`src/include/usbia_cfg.svh`:
```
`ifndef USBIA_CFG_SVH
`define USBIA_CFG_SVH

// ------------------------------------------------------------
// Register offsets
// ------------------------------------------------------------
`define USBIA_OFS_IRQ_ENABLE  13'h1FF3
`define USBIA_OFS_IRQ_ACK     13'h1FF5
`define USBIA_OFS_IRQ_MASK    13'h1FF6
`define USBIA_OFS_IRQ_STATUS  13'h1FF7
`define USBIA_OFS_SR_ENABLE   13'h1FF9
`define USBIA_OFS_SR_STATUS   13'h1FFA
`define USBIA_OFS_SR_MASK     13'h1FFB

// ------------------------------------------------------------
// Field positions and masks
// ------------------------------------------------------------
`define USBIA_BIT_FRAME_START 7
`define USBIA_BIT_LATE_FRAME  6
`define USBIA_BIT_HUB_EP0     3
`define USBIA_USB_IMPL        8'hCF
`define USBIA_BIT_WAKEUP      2
`define USBIA_BIT_RESUME      1
`define USBIA_BIT_SUSPEND     0
`define USBIA_SR_IMPL         8'h07
`define USBIA_RESET_VAL       8'h00

// ------------------------------------------------------------
// Timing
// ------------------------------------------------------------
`define USBIA_LATE_FRAME_LEAD 10

`endif

```
`src/include/usbia_pkg.sv`:
```
package usbia_pkg;
	typedef logic [7:0]  usbia_byte_t;
	typedef logic [12:0] usbia_addr_t;
endpackage : usbia_pkg

```
`src/hdl/usbia_top.sv`:
```
// Notes on behaviour
// - Valid start-of-frame packet sets status bit 7.
// - Late-frame point, ten clocks before next frame, sets status bit 6.
// - USB registers bits 5 and 4 read zero.
// - Received OUT packet sets endpoint flag; hub ep0 bit 3, function eps bits 2..0.
// - Transmit ready cleared with transmit complete set sets endpoint flag.
// - Setup packet received sets the flag, control endpoints only.
// - Any transmit-complete set also sets the endpoint flag.
// - USB mask bit one masks its interrupt; masks reset to zero.
// - USB enable bit one enables its interrupt; resets to zero.
// - Writing one to acknowledge clears that USB flag only; zero does nothing.
// - Remote wakeup from external interrupt 1 sets suspend/resume bit 2.
// - Resume on any hub port except port 1 sets bit 1.
// - Global suspend signaling sets bit 0.
// - Suspend/resume flag with both its enable and its mask bit set raises an interrupt.
// - Suspend/resume mask one shows enabled event, zero hides it.
// - Suspend/resume registers bits 7..3 read zero.
// - Suspend/resume flags clear by writing zero to their own bit.
//
// The strobed register port is this design's own decision.
`include "usbia_cfg.svh"
`timescale 1ns/100ps
`default_nettype none

module usbia_top #(
	parameter int N_PORTS = 3
) (
	input  wire logic                  MCLK,
	input  wire logic                  RST_N,
	input  wire logic [12:0]           ADDR,
	input  wire logic [7:0]            WDATA,
	input  wire logic                  WR,
	input  wire logic                  RD,
	output logic      [7:0]            RDATA,
	input  wire logic                  SOF_VALID,
	input  wire logic                  LATE_FRAME_POINT,
	input  wire logic [3:0]            EP_IS_CTRL,
	input  wire logic [3:0]            EP_RX_OUT_SET,
	input  wire logic [3:0]            EP_TX_READY_CLR,
	input  wire logic [3:0]            EP_TX_COMPLETE_SET,
	input  wire logic [3:0]            EP_RX_SETUP_SET,
	input  wire logic                  EXT_INT1_WAKEUP,
	input  wire logic [N_PORTS-1:0]    PORT_RESUME,
	input  wire logic                  GLOBAL_SUSPEND,
	output logic                       USB_IRQ,
	output logic                       SR_IRQ
);

	// Port 1 is always excluded, so fewer than two ports leaves nothing to watch
	generate
		if (N_PORTS < 2) begin : g_bad_ports
			$error("N_PORTS must be at least 2");
		end
	endgenerate

	// ------------------------------------------------------------
	// Register state
	// ------------------------------------------------------------
	usbia_pkg::usbia_byte_t usb_irq_status;
	usbia_pkg::usbia_byte_t usb_irq_enable;
	usbia_pkg::usbia_byte_t usb_irq_mask;
	usbia_pkg::usbia_byte_t suspend_resume_status;
	usbia_pkg::usbia_byte_t suspend_resume_enable;
	usbia_pkg::usbia_byte_t suspend_resume_mask;
	usbia_pkg::usbia_byte_t next_usb_irq_status;
	usbia_pkg::usbia_byte_t next_sr_status;

	// ------------------------------------------------------------
	// Address decode
	// ------------------------------------------------------------
	function automatic logic hit(input logic [12:0] a, input logic [12:0] ofs);
		hit = (a == ofs);
	endfunction : hit

	wire logic wr_enable  = WR && hit(ADDR, `USBIA_OFS_IRQ_ENABLE);
	wire logic wr_ack     = WR && hit(ADDR, `USBIA_OFS_IRQ_ACK);
	wire logic wr_mask    = WR && hit(ADDR, `USBIA_OFS_IRQ_MASK);
	wire logic wr_sr_en   = WR && hit(ADDR, `USBIA_OFS_SR_ENABLE);
	wire logic wr_sr_stat = WR && hit(ADDR, `USBIA_OFS_SR_STATUS);
	wire logic wr_sr_mask = WR && hit(ADDR, `USBIA_OFS_SR_MASK);

	// ------------------------------------------------------------
	// Event capture
	// ------------------------------------------------------------
	// Endpoint order in the vector: 3 hub ep0, 2..0 function eps
	logic [3:0] ep_event;
	genvar gi;
	generate
		for (gi = 0; gi < 4; gi++) begin : g_ep
			assign ep_event[gi] = EP_RX_OUT_SET[gi]
				| (EP_TX_READY_CLR[gi] & EP_TX_COMPLETE_SET[gi])
				| (EP_RX_SETUP_SET[gi] & EP_IS_CTRL[gi])
				| EP_TX_COMPLETE_SET[gi];
		end
	endgenerate

	// The late-frame input is the frame timer's point, already placed ten clocks early
	wire logic [7:0] usb_set = {SOF_VALID,
		LATE_FRAME_POINT,
		2'b00, ep_event} & `USBIA_USB_IMPL;

	wire logic resume_other = |PORT_RESUME[N_PORTS-1:1];
	wire logic [7:0] sr_set = {5'b00000, EXT_INT1_WAKEUP,
		resume_other, GLOBAL_SUSPEND};

	wire logic [7:0] usb_clr = wr_ack ? WDATA : 8'h00;
	wire logic [7:0] sr_clr  = wr_sr_stat ? ~WDATA : 8'h00;

	// Set beats clear so an event in the clear cycle survives
	assign next_usb_irq_status = ((usb_irq_status & ~usb_clr) | usb_set)
		& `USBIA_USB_IMPL;
	assign next_sr_status = ((suspend_resume_status & ~sr_clr) | sr_set)
		& `USBIA_SR_IMPL;

	// ------------------------------------------------------------
	// Registers
	// ------------------------------------------------------------
	always_ff @(posedge MCLK) begin
		if (!RST_N) begin
			usb_irq_status        <= `USBIA_RESET_VAL;
			usb_irq_enable        <= `USBIA_RESET_VAL;
			usb_irq_mask          <= `USBIA_RESET_VAL;
			suspend_resume_status <= `USBIA_RESET_VAL;
			suspend_resume_enable <= `USBIA_RESET_VAL;
			suspend_resume_mask   <= `USBIA_RESET_VAL;
		end else begin
			usb_irq_status        <= next_usb_irq_status;
			suspend_resume_status <= next_sr_status;
			if (wr_enable)
				usb_irq_enable <= WDATA & `USBIA_USB_IMPL;
			if (wr_mask)
				usb_irq_mask <= WDATA & `USBIA_USB_IMPL;
			if (wr_sr_en)
				suspend_resume_enable <= WDATA & `USBIA_SR_IMPL;
			if (wr_sr_mask)
				suspend_resume_mask <= WDATA & `USBIA_SR_IMPL;
		end
	end

	// ------------------------------------------------------------
	// Interrupt requests
	// ------------------------------------------------------------
	// USB mask one hides; suspend/resume mask one shows: opposite senses
	wire logic usb_req = |(usb_irq_status & usb_irq_enable & ~usb_irq_mask);
	wire logic sr_req  = |(suspend_resume_status & suspend_resume_enable
		& suspend_resume_mask);

	// ------------------------------------------------------------
	// Read path
	// ------------------------------------------------------------
	usbia_pkg::usbia_byte_t rd_mux;
	always_comb begin
		unique case (ADDR)
			`USBIA_OFS_IRQ_ENABLE: rd_mux = usb_irq_enable;
			`USBIA_OFS_IRQ_MASK:   rd_mux = usb_irq_mask;
			`USBIA_OFS_IRQ_STATUS: rd_mux = usb_irq_status;
			`USBIA_OFS_SR_ENABLE:  rd_mux = suspend_resume_enable;
			`USBIA_OFS_SR_STATUS:  rd_mux = suspend_resume_status;
			`USBIA_OFS_SR_MASK:    rd_mux = suspend_resume_mask;
			default:               rd_mux = 8'h00;
		endcase
	end

	always_ff @(posedge MCLK) begin
		if (!RST_N) begin
			RDATA   <= 8'h00;
			USB_IRQ <= 1'b0;
			SR_IRQ  <= 1'b0;
		end else begin
			RDATA   <= RD ? rd_mux : 8'h00;
			USB_IRQ <= usb_req;
			SR_IRQ  <= sr_req;
		end
	end

	// ------------------------------------------------------------
	// Checks
	// ------------------------------------------------------------
	chk_sof_sets: assert property (@(posedge MCLK) disable iff (!RST_N)
		SOF_VALID |=> usb_irq_status[7]) else $error("frame start flag not set");
	chk_late_sets: assert property (@(posedge MCLK) disable iff (!RST_N)
		LATE_FRAME_POINT |=> usb_irq_status[6]) else $error("late frame flag not set");
	chk_usb_resv: assert property (@(posedge MCLK) disable iff (!RST_N)
		RD |=> RDATA[5:4] == 2'b00) else $error("reserved usb bits nonzero");
	chk_ep_out_sets: assert property (@(posedge MCLK) disable iff (!RST_N)
		EP_RX_OUT_SET[3] |=> usb_irq_status[3]) else $error("hub ep flag not set");
	chk_ack_clears: assert property (@(posedge MCLK) disable iff (!RST_N)
		wr_ack && WDATA[0] && !usb_set[0] |=> !usb_irq_status[0])
		else $error("ack did not clear");
	chk_ack_zero_keeps: assert property (@(posedge MCLK) disable iff (!RST_N)
		wr_ack && !WDATA[7] && usb_irq_status[7] |=> usb_irq_status[7])
		else $error("ack zero cleared flag");
	chk_set_wins: assert property (@(posedge MCLK) disable iff (!RST_N)
		wr_ack && WDATA[7] && SOF_VALID |=> usb_irq_status[7])
		else $error("set lost to clear");
	chk_sr_clear: assert property (@(posedge MCLK) disable iff (!RST_N)
		wr_sr_stat && !WDATA[0] && !GLOBAL_SUSPEND |=> !suspend_resume_status[0])
		else $error("suspend flag not cleared");
	chk_sr_irq: assert property (@(posedge MCLK) disable iff (!RST_N)
		sr_req |=> SR_IRQ) else $error("suspend resume irq missing");
	chk_usb_masked: assert property (@(posedge MCLK) disable iff (!RST_N)
		(usb_irq_mask == `USBIA_USB_IMPL) && $stable(usb_irq_mask) |=> !USB_IRQ)
		else $error("masked irq visible");
	chk_resume_port1: assert property (@(posedge MCLK) disable iff (!RST_N)
		!suspend_resume_status[1] && PORT_RESUME == N_PORTS'(1) && !wr_sr_stat
		|=> !suspend_resume_status[1]) else $error("port 1 resume counted");
	chk_tx_done_sets: assert property (@(posedge MCLK) disable iff (!RST_N)
		EP_TX_COMPLETE_SET[1] |=> usb_irq_status[1]) else $error("tx done flag not set");
	chk_tx_pair_sets: assert property (@(posedge MCLK) disable iff (!RST_N)
		EP_TX_READY_CLR[2] && EP_TX_COMPLETE_SET[2] |=> usb_irq_status[2])
		else $error("tx pair flag not set");
	chk_setup_ctrl: assert property (@(posedge MCLK) disable iff (!RST_N)
		EP_RX_SETUP_SET[0] && EP_IS_CTRL[0] |=> usb_irq_status[0])
		else $error("setup flag not set");
	chk_wake_sets: assert property (@(posedge MCLK) disable iff (!RST_N)
		EXT_INT1_WAKEUP |=> suspend_resume_status[2]) else $error("wakeup flag not set");
	chk_suspend_sets: assert property (@(posedge MCLK) disable iff (!RST_N)
		GLOBAL_SUSPEND |=> suspend_resume_status[0]) else $error("suspend flag not set");
	chk_sr_resv: assert property (@(posedge MCLK) disable iff (!RST_N)
		suspend_resume_status[7:3] == 5'h00 && suspend_resume_mask[7:3] == 5'h00)
		else $error("reserved sr bits nonzero");
	chk_sr_hidden: assert property (@(posedge MCLK) disable iff (!RST_N)
		suspend_resume_mask == 8'h00 && $stable(suspend_resume_mask) |=> !SR_IRQ)
		else $error("hidden sr irq visible");
	chk_usb_irq: assert property (@(posedge MCLK) disable iff (!RST_N)
		usb_req |=> USB_IRQ) else $error("usb irq missing");
	chk_enable_off: assert property (@(posedge MCLK) disable iff (!RST_N)
		usb_irq_enable == 8'h00 && $stable(usb_irq_enable) |=> !USB_IRQ)
		else $error("disabled irq visible");

endmodule : usbia_top

`default_nettype wire

```
`config.mk`:
```
export PLATFORM = sky130hd
export DESIGN_NAME = usbia_top
export DESIGN_NICKNAME = d
export VERILOG_FILES = /design/src/include/usbia_pkg.sv /design/src/hdl/usbia_top.sv
export VERILOG_INCLUDE_DIRS = /design/src /design/src/include
export SDC_FILE = /design/constraint.sdc
export NUM_CORES = 1
export LEC_CHECK = 0
export CAP_MARGIN = 20
export CORE_ASPECT_RATIO = 1.25
export CORE_MARGIN = 4
export CORE_UTILIZATION = 56
export CTS_CLUSTER_DIAMETER = 60
export DETAILED_ROUTE_END_ITERATION = 6
export DONT_BUFFER_PORTS = 1
export PLACE_DENSITY = 0.73
export SLEW_MARGIN = 10
export SYNTH_ARGS = -nofsm -noshare
export SYNTH_HDL_FRONTEND = slang
export SYNTH_SLANG_ARGS = --single-unit
```
`constraint.sdc`:
```
create_clock -name MCLK -period 1.25 [get_ports MCLK]
set_clock_uncertainty 0.2 [all_clocks]
set_input_delay 0.0625 -clock MCLK [delete_from_list [all_inputs] [get_ports MCLK]]
set_output_delay 0.0625 -clock MCLK [all_outputs]
set_load 0.05 [all_outputs]
```
Yosys cells after proc, flatten, opt, wreduce, memory -nomap -nowiden

Index checks and enable logic that the tools add are counted.

Output and inout port bits: 10
Latch bits: 0
Word-level logic and storage cells: 62
Input port bits: 52
ROM bits: 0
Memory bits (writable): 0
Memories kept: 0
Register bits: 39

Shifts and indexed selects: 0
Bitwise gates (word level): 32
Div/mod/pow operators: 0
Equality and inequality tests: 7
Magnitude comparators: 0
$add $sub $neg: 0
Reductions and logical operators: 10
Multiplexer cells: 3
$mul: 0

Operators by type and width:

| cell                   | count |
|---|---|
| $eq A13 B13 Y1 const B | 7 |
| $pmux W8 S6            | 1 |
| $and A8 B8 Y8          | 3 |
| $not A8 Y8             | 2 |
| $reduce_or A8 Y1       | 2 |
| $or A1 B1 Y1           | 12 |
| $and A1 B1 Y1          | 8 |
| $and A8 B3 Y8          | 1 |
| $mux W8                | 1 |
| $or A8 B8 Y8           | 1 |
| $and A3 B3 Y3          | 2 |
| $logic_and A1 B1 Y1    | 6 |
| $not A3 Y3             | 2 |
| $mux W3                | 1 |
| $or A3 B3 Y3           | 1 |
| $reduce_and A2 Y1      | 1 |
| $reduce_or A2 Y1       | 1 |

Logic depth before layout (Yosys ltp)

Word-level depth: 6
Depth in mapped cells: 6
Mapped depth without buffers: 4

Worst setup path after synthesis

Ideal clock, no wire load.

Kind: input to register
Start point: input ADDR[1]
End point: register usb_irq_enable[0]
Path buffers: 2
Slack: -0.117 ns
Library setup time: 0.072 ns
Stages: 6
Data required time: 0.978 ns
Arrival: 1.095 ns
Cell sequence: buf_2 -> nand3b_1 -> nor3_1 -> and3_1 -> buf_6 -> mux2i_1

Cells in the longest elaborated chain, start to end: 2

RTL lines:

| item                   | line             | RTL |
|---|---|---|
| start: declaration     | usbia_top.sv:30  | `input wire logic [12:0] ADDR,` |
| $eq A13 B13 Y1         | usbia_top.sv:72  | `hit = (a == ofs);` |
| $logic_and A1 B1 Y1    | usbia_top.sv:75  | `` wire logic wr_enable = WR && hit(ADDR, `USBIA_OFS_IRQ_ENABLE); `` |
| end signal: assignment | usbia_top.sv:121 | `` usb_irq_enable <= `USBIA_RESET_VAL; `` |
| end signal: assignment | usbia_top.sv:130 | `` usb_irq_enable <= WDATA & `USBIA_USB_IMPL; `` |
| end: declaration       | usbia_top.sv:60  | `usbia_pkg::usbia_byte_t usb_irq_enable;` |

Every way passes these cells.
A chain may end at the register's enable or synchronous reset.

Worst setup path after layout

Start point: register usb_irq_enable[2]
End point: register RDATA[2]

Cells in the longest elaborated chain, start to end: 1

RTL lines:

| item                   | line             | RTL |
|---|---|---|
| $pmux W8 S6            | usbia_top.sv:153 | `unique case (ADDR)` |
| end signal: assignment | usbia_top.sv:170 | `RDATA <= RD ? rd_mux : 8'h00;` |
| end: declaration       | usbia_top.sv:34  | `output logic [7:0] RDATA,` |

Every way passes these cells.

==> impl_metrics.py <==
metrics = {
    "status": {
        "status": "finished with violations",
        "failed_checks": "hold timing, setup timing",
    },
    "finish": {
        "final_util_pct": 75.1,
        "area_delta_synth_final_pct": 28.0,
        "final_area_um2": 2210,
        "n_antenna_cell": 0,
        "seq_area_um2": 718,
        "drive_above_1_share_pct": 21.7,
        "fin_nets": 281,
        "nFillCells": 215,
        "multi_input_area_um2": 972,
    },
    "placement": {
        "hpwl_um": 3060,
        "gp_congestion": 0.840,
        "io_buffer_count": 0,
        "place_area_um2": 1850,
        "place_ws_ps": -124,
    },
    "sta": {
        "post-route-min-period_ps": 1410,
        "rsz0062_at_grt": "true",
        "drv_slew": 0,
        "finalHoldViolCount": 29,
        "setup_viol": 2,
        "fin_ws_ps": -156,
        "hold-worst-slack_ps": -339,
        "post-route-period-util_pct": 112,
        "max_freq_mhz": 711,
    },
    "synthesis": {
        "synth.top_cell.area_share_pct": 40.6,
        "synthFlopType": "dfxtp_1",
        "synthAdderAreaFrac_pct": 0,
        "synth_xor_area_share_pct": 0,
        "synthMostInstantiatedCell": "dfxtp_1",
        "synth_area_leaders": "dfxtp_1, mux2i_1, nand2_1, nand3_1, a21oi_1",
        "synth-seq-area-share_pct": 40.6,
        "synth_edf_count": 0,
        "synth_cells": 190,
        "synth_compound_area_share_pct": 14.5,
        "async_flop_share_pct": 0,
        "synth_top_family_by_area": "simple AND/OR/NAND/NOR gates",
        "synth.largest_area_cell": "dfxtp_1",
        "synthesis.area_um2": 1730,
        "yosysUniqueCellTypes": 40,
        "yosys_warnings": 0,
        "ys_ff_latch": 35,
        "synthMuxAreaShare_pct": 14.8,
        "synthTopCellsByCount": "dfxtp_1, nand2_1, mux2i_1",
        "synth_simple_gate_area_share_pct": 25.1,
        "syn_avg_cell_area_um2": 9.09,
    },
    "worst_setup_path": {
        "worst-path-buf-inv": 0,
        "cp_slowest_cell": "or4b_1",
        "slowest_delay_ps": 490,
        "crit_required_ps": 1330,
        "cp_max_fo": 2,
        "cp_top_family": "simple AND/OR/NAND/NOR gates",
        "worstSetupPathType": "flip-flop to flip-flop",
        "worstSetupStartpointType": "flip-flop",
        "critPathArrivalTime_ps": 1480,
        "crit_chain": "and3b_1, a31oi_1, or4b_1, a21oi_2",
        "end_kind": "flip-flop",
    },
    "routing": {
        "drtIter0Drc": 86,
        "dr_total_vias": 1633,
        "drc": 0,
        "routed_wl_um": 4940,
        "ant_nets": 0,
        "drt_pass1_iterations": 4,
        "vias_per_cell": 6.14,
        "wl_per_cell_um": 18.6,
    },
    "clocking": {
        "clkLatencyLatePin_ps": 330,
        "cts.sinks": 35,
        "cts_root_buffer": "clkbuf_4",
        "clock_path_buffers": 2,
        "cts_tree": "yes",
        "htree_levels": 2,
        "cts_inserted_buffers": 5,
        "clkSlewWorstSetupHoldPaths_ps": 110,
    },
    "floorplan": {
        "die_h_um": 70.1,
        "num_rows": 22,
        "core_area_um2": 2950,
        "die_x_um": 57.7,
        "ioPinCount": 62,
        "start_util_pct": 58.7,
        "die-area_um2": 4040,
    },
    "global_routing": {
        "grt_pass1_vias": 1697,
        "grt_max_degree": 33,
        "overflow": 0,
        "grt.total_usage_pct": 25.0,
        "antenna_found_initial": 0,
        "grt_pass1_wl_um": 7910,
    },
    "worst_hold_path": {
        "hp-class": "primary input to flip-flop",
    },
    "pwr": {
        "power.density_nw_per_um2": 884,
        "p_leak_nw": 0.857,
        "total_power_w": 0.00195,
        "vdd_ir_drop_max_v": 0.000786,
    },
    "job": {
        "drv_cap": 0,
    },
}
## layout make-up
| cell class | instances | area share [%] |
|---|---|---|
| multi-input cells | 140 | 43.9 |
| flip-flops and latches | 35 | 32.5 |
| repair buffers | 42 | 18.4 |
| clock buffers | 7 | 2.04 |
| well taps | 36 | 2.04 |
| inverters | 5 | 0.848 |
| clock inverters | 1 | 0.226 |
## final timing paths
kind | startpoint | to | slack (ps) | cells after the start
worst max-delay path | usb_irq_enable[2]$_SDFFE_PN0P_ | RDATA[2]$_SDFF_PN0_ | -160 | 4
worst min register to register | usb_irq_mask[1]$_SDFFE_PN0P_ | usb_irq_mask[1]$_SDFFE_PN0P_ | 280 | 2
worst max register to register | usb_irq_enable[2]$_SDFFE_PN0P_ | RDATA[2]$_SDFF_PN0_ | -160 | 4
worst min-delay path | LATE_FRAME_POINT | usb_irq_status[6]$_SDFF_PN0_ | -340 | 2
## worst reg2reg max path: stages, from the launching register on
cell	delay, ps
dfxtp_2	340
and3b_1	150
a31oi_1	40
or4b_1	490
a21oi_2	120
## registers in the layout (all words and copies together) (netlist names)
name	count
RDATA	6
SR_IRQ	1
USB_IRQ	1
suspend_resume_enable	3
suspend_resume_mask	3
suspend_resume_status	3
usb_irq_enable	6
usb_irq_mask	6
usb_irq_status	6
## stage by stage
| step | instances | setup TNS [ps] | hold WS (ps) |
|---|---|---|---|
| 6_report | 266 | -212 | -339 |
| 5_1_grt | 266 | -399 | -362 |
| 4_1_cts | 265 | -152 | -347 |
| 3_5_place_dp | 231 | -760 | -32.7 |
| 3_3_place_gp | 231 | -246 | -34.6 |
| 2_1_floorplan | 191 | -300 | -36.3 |
## kinds of logic after synthesis
| logic type | count (synthesis) |
|---|---|
| other | 1 |
| muxes | 25 |
| buffers and inverters | 16 |
| and+or+nand+nor | 76 |
| AOI/OAI and AO/OA | 37 |
| DFF | 35 |
## timing repair
action                                  4_1_cts  5_1_grt
pin swaps                                     0        5
buffers inserted                              0        1
hold endpoints to repair                     35       29
hold buffers                                 26        1
gates resized for setup                       3       15
endpoints found under the setup margin        3       15
## layout by cell type, fill, tap and decap left out, types with 6 or more instances in the layout
cell type,netlist,routed
nand3_1,12,12
buf_4,2,14
dfxtp_2,0,14
nor2b_1,6,6
nand2_1,28,28
a21oi_1,10,9
dlygate4sd3_1,0,25
dfxtp_1,35,21
mux2i_1,21,21
## where the power goes
part / total, W / switching [W] / internal, W
registers: 0.00115 / 0.0000178 / 0.00114
clock network: 0.000590 / 0.000371 / 0.000219
logic: 0.000211 / 0.0000950 / 0.000116
total: 0.00195 / 0.000484 / 0.00147
## layer usage
| layer | routed length, um | share of wire, % | global-route usage, % | up-vias |
|---|---|---|---|---|
| met4 | 70 | 1.4 | 7.73 | 0 |
| li1 | - | - | - | 769 |
| met3 | 472 | 9.6 | 8.87 | 8 |
| met5 | 0 | 0 | 0 | - |
| met1 | 1980 | 40 | 29.3 | 757 |
| met2 | 2410 | 49 | 42.0 | 99 |
(Power assumes the default switching activity.)
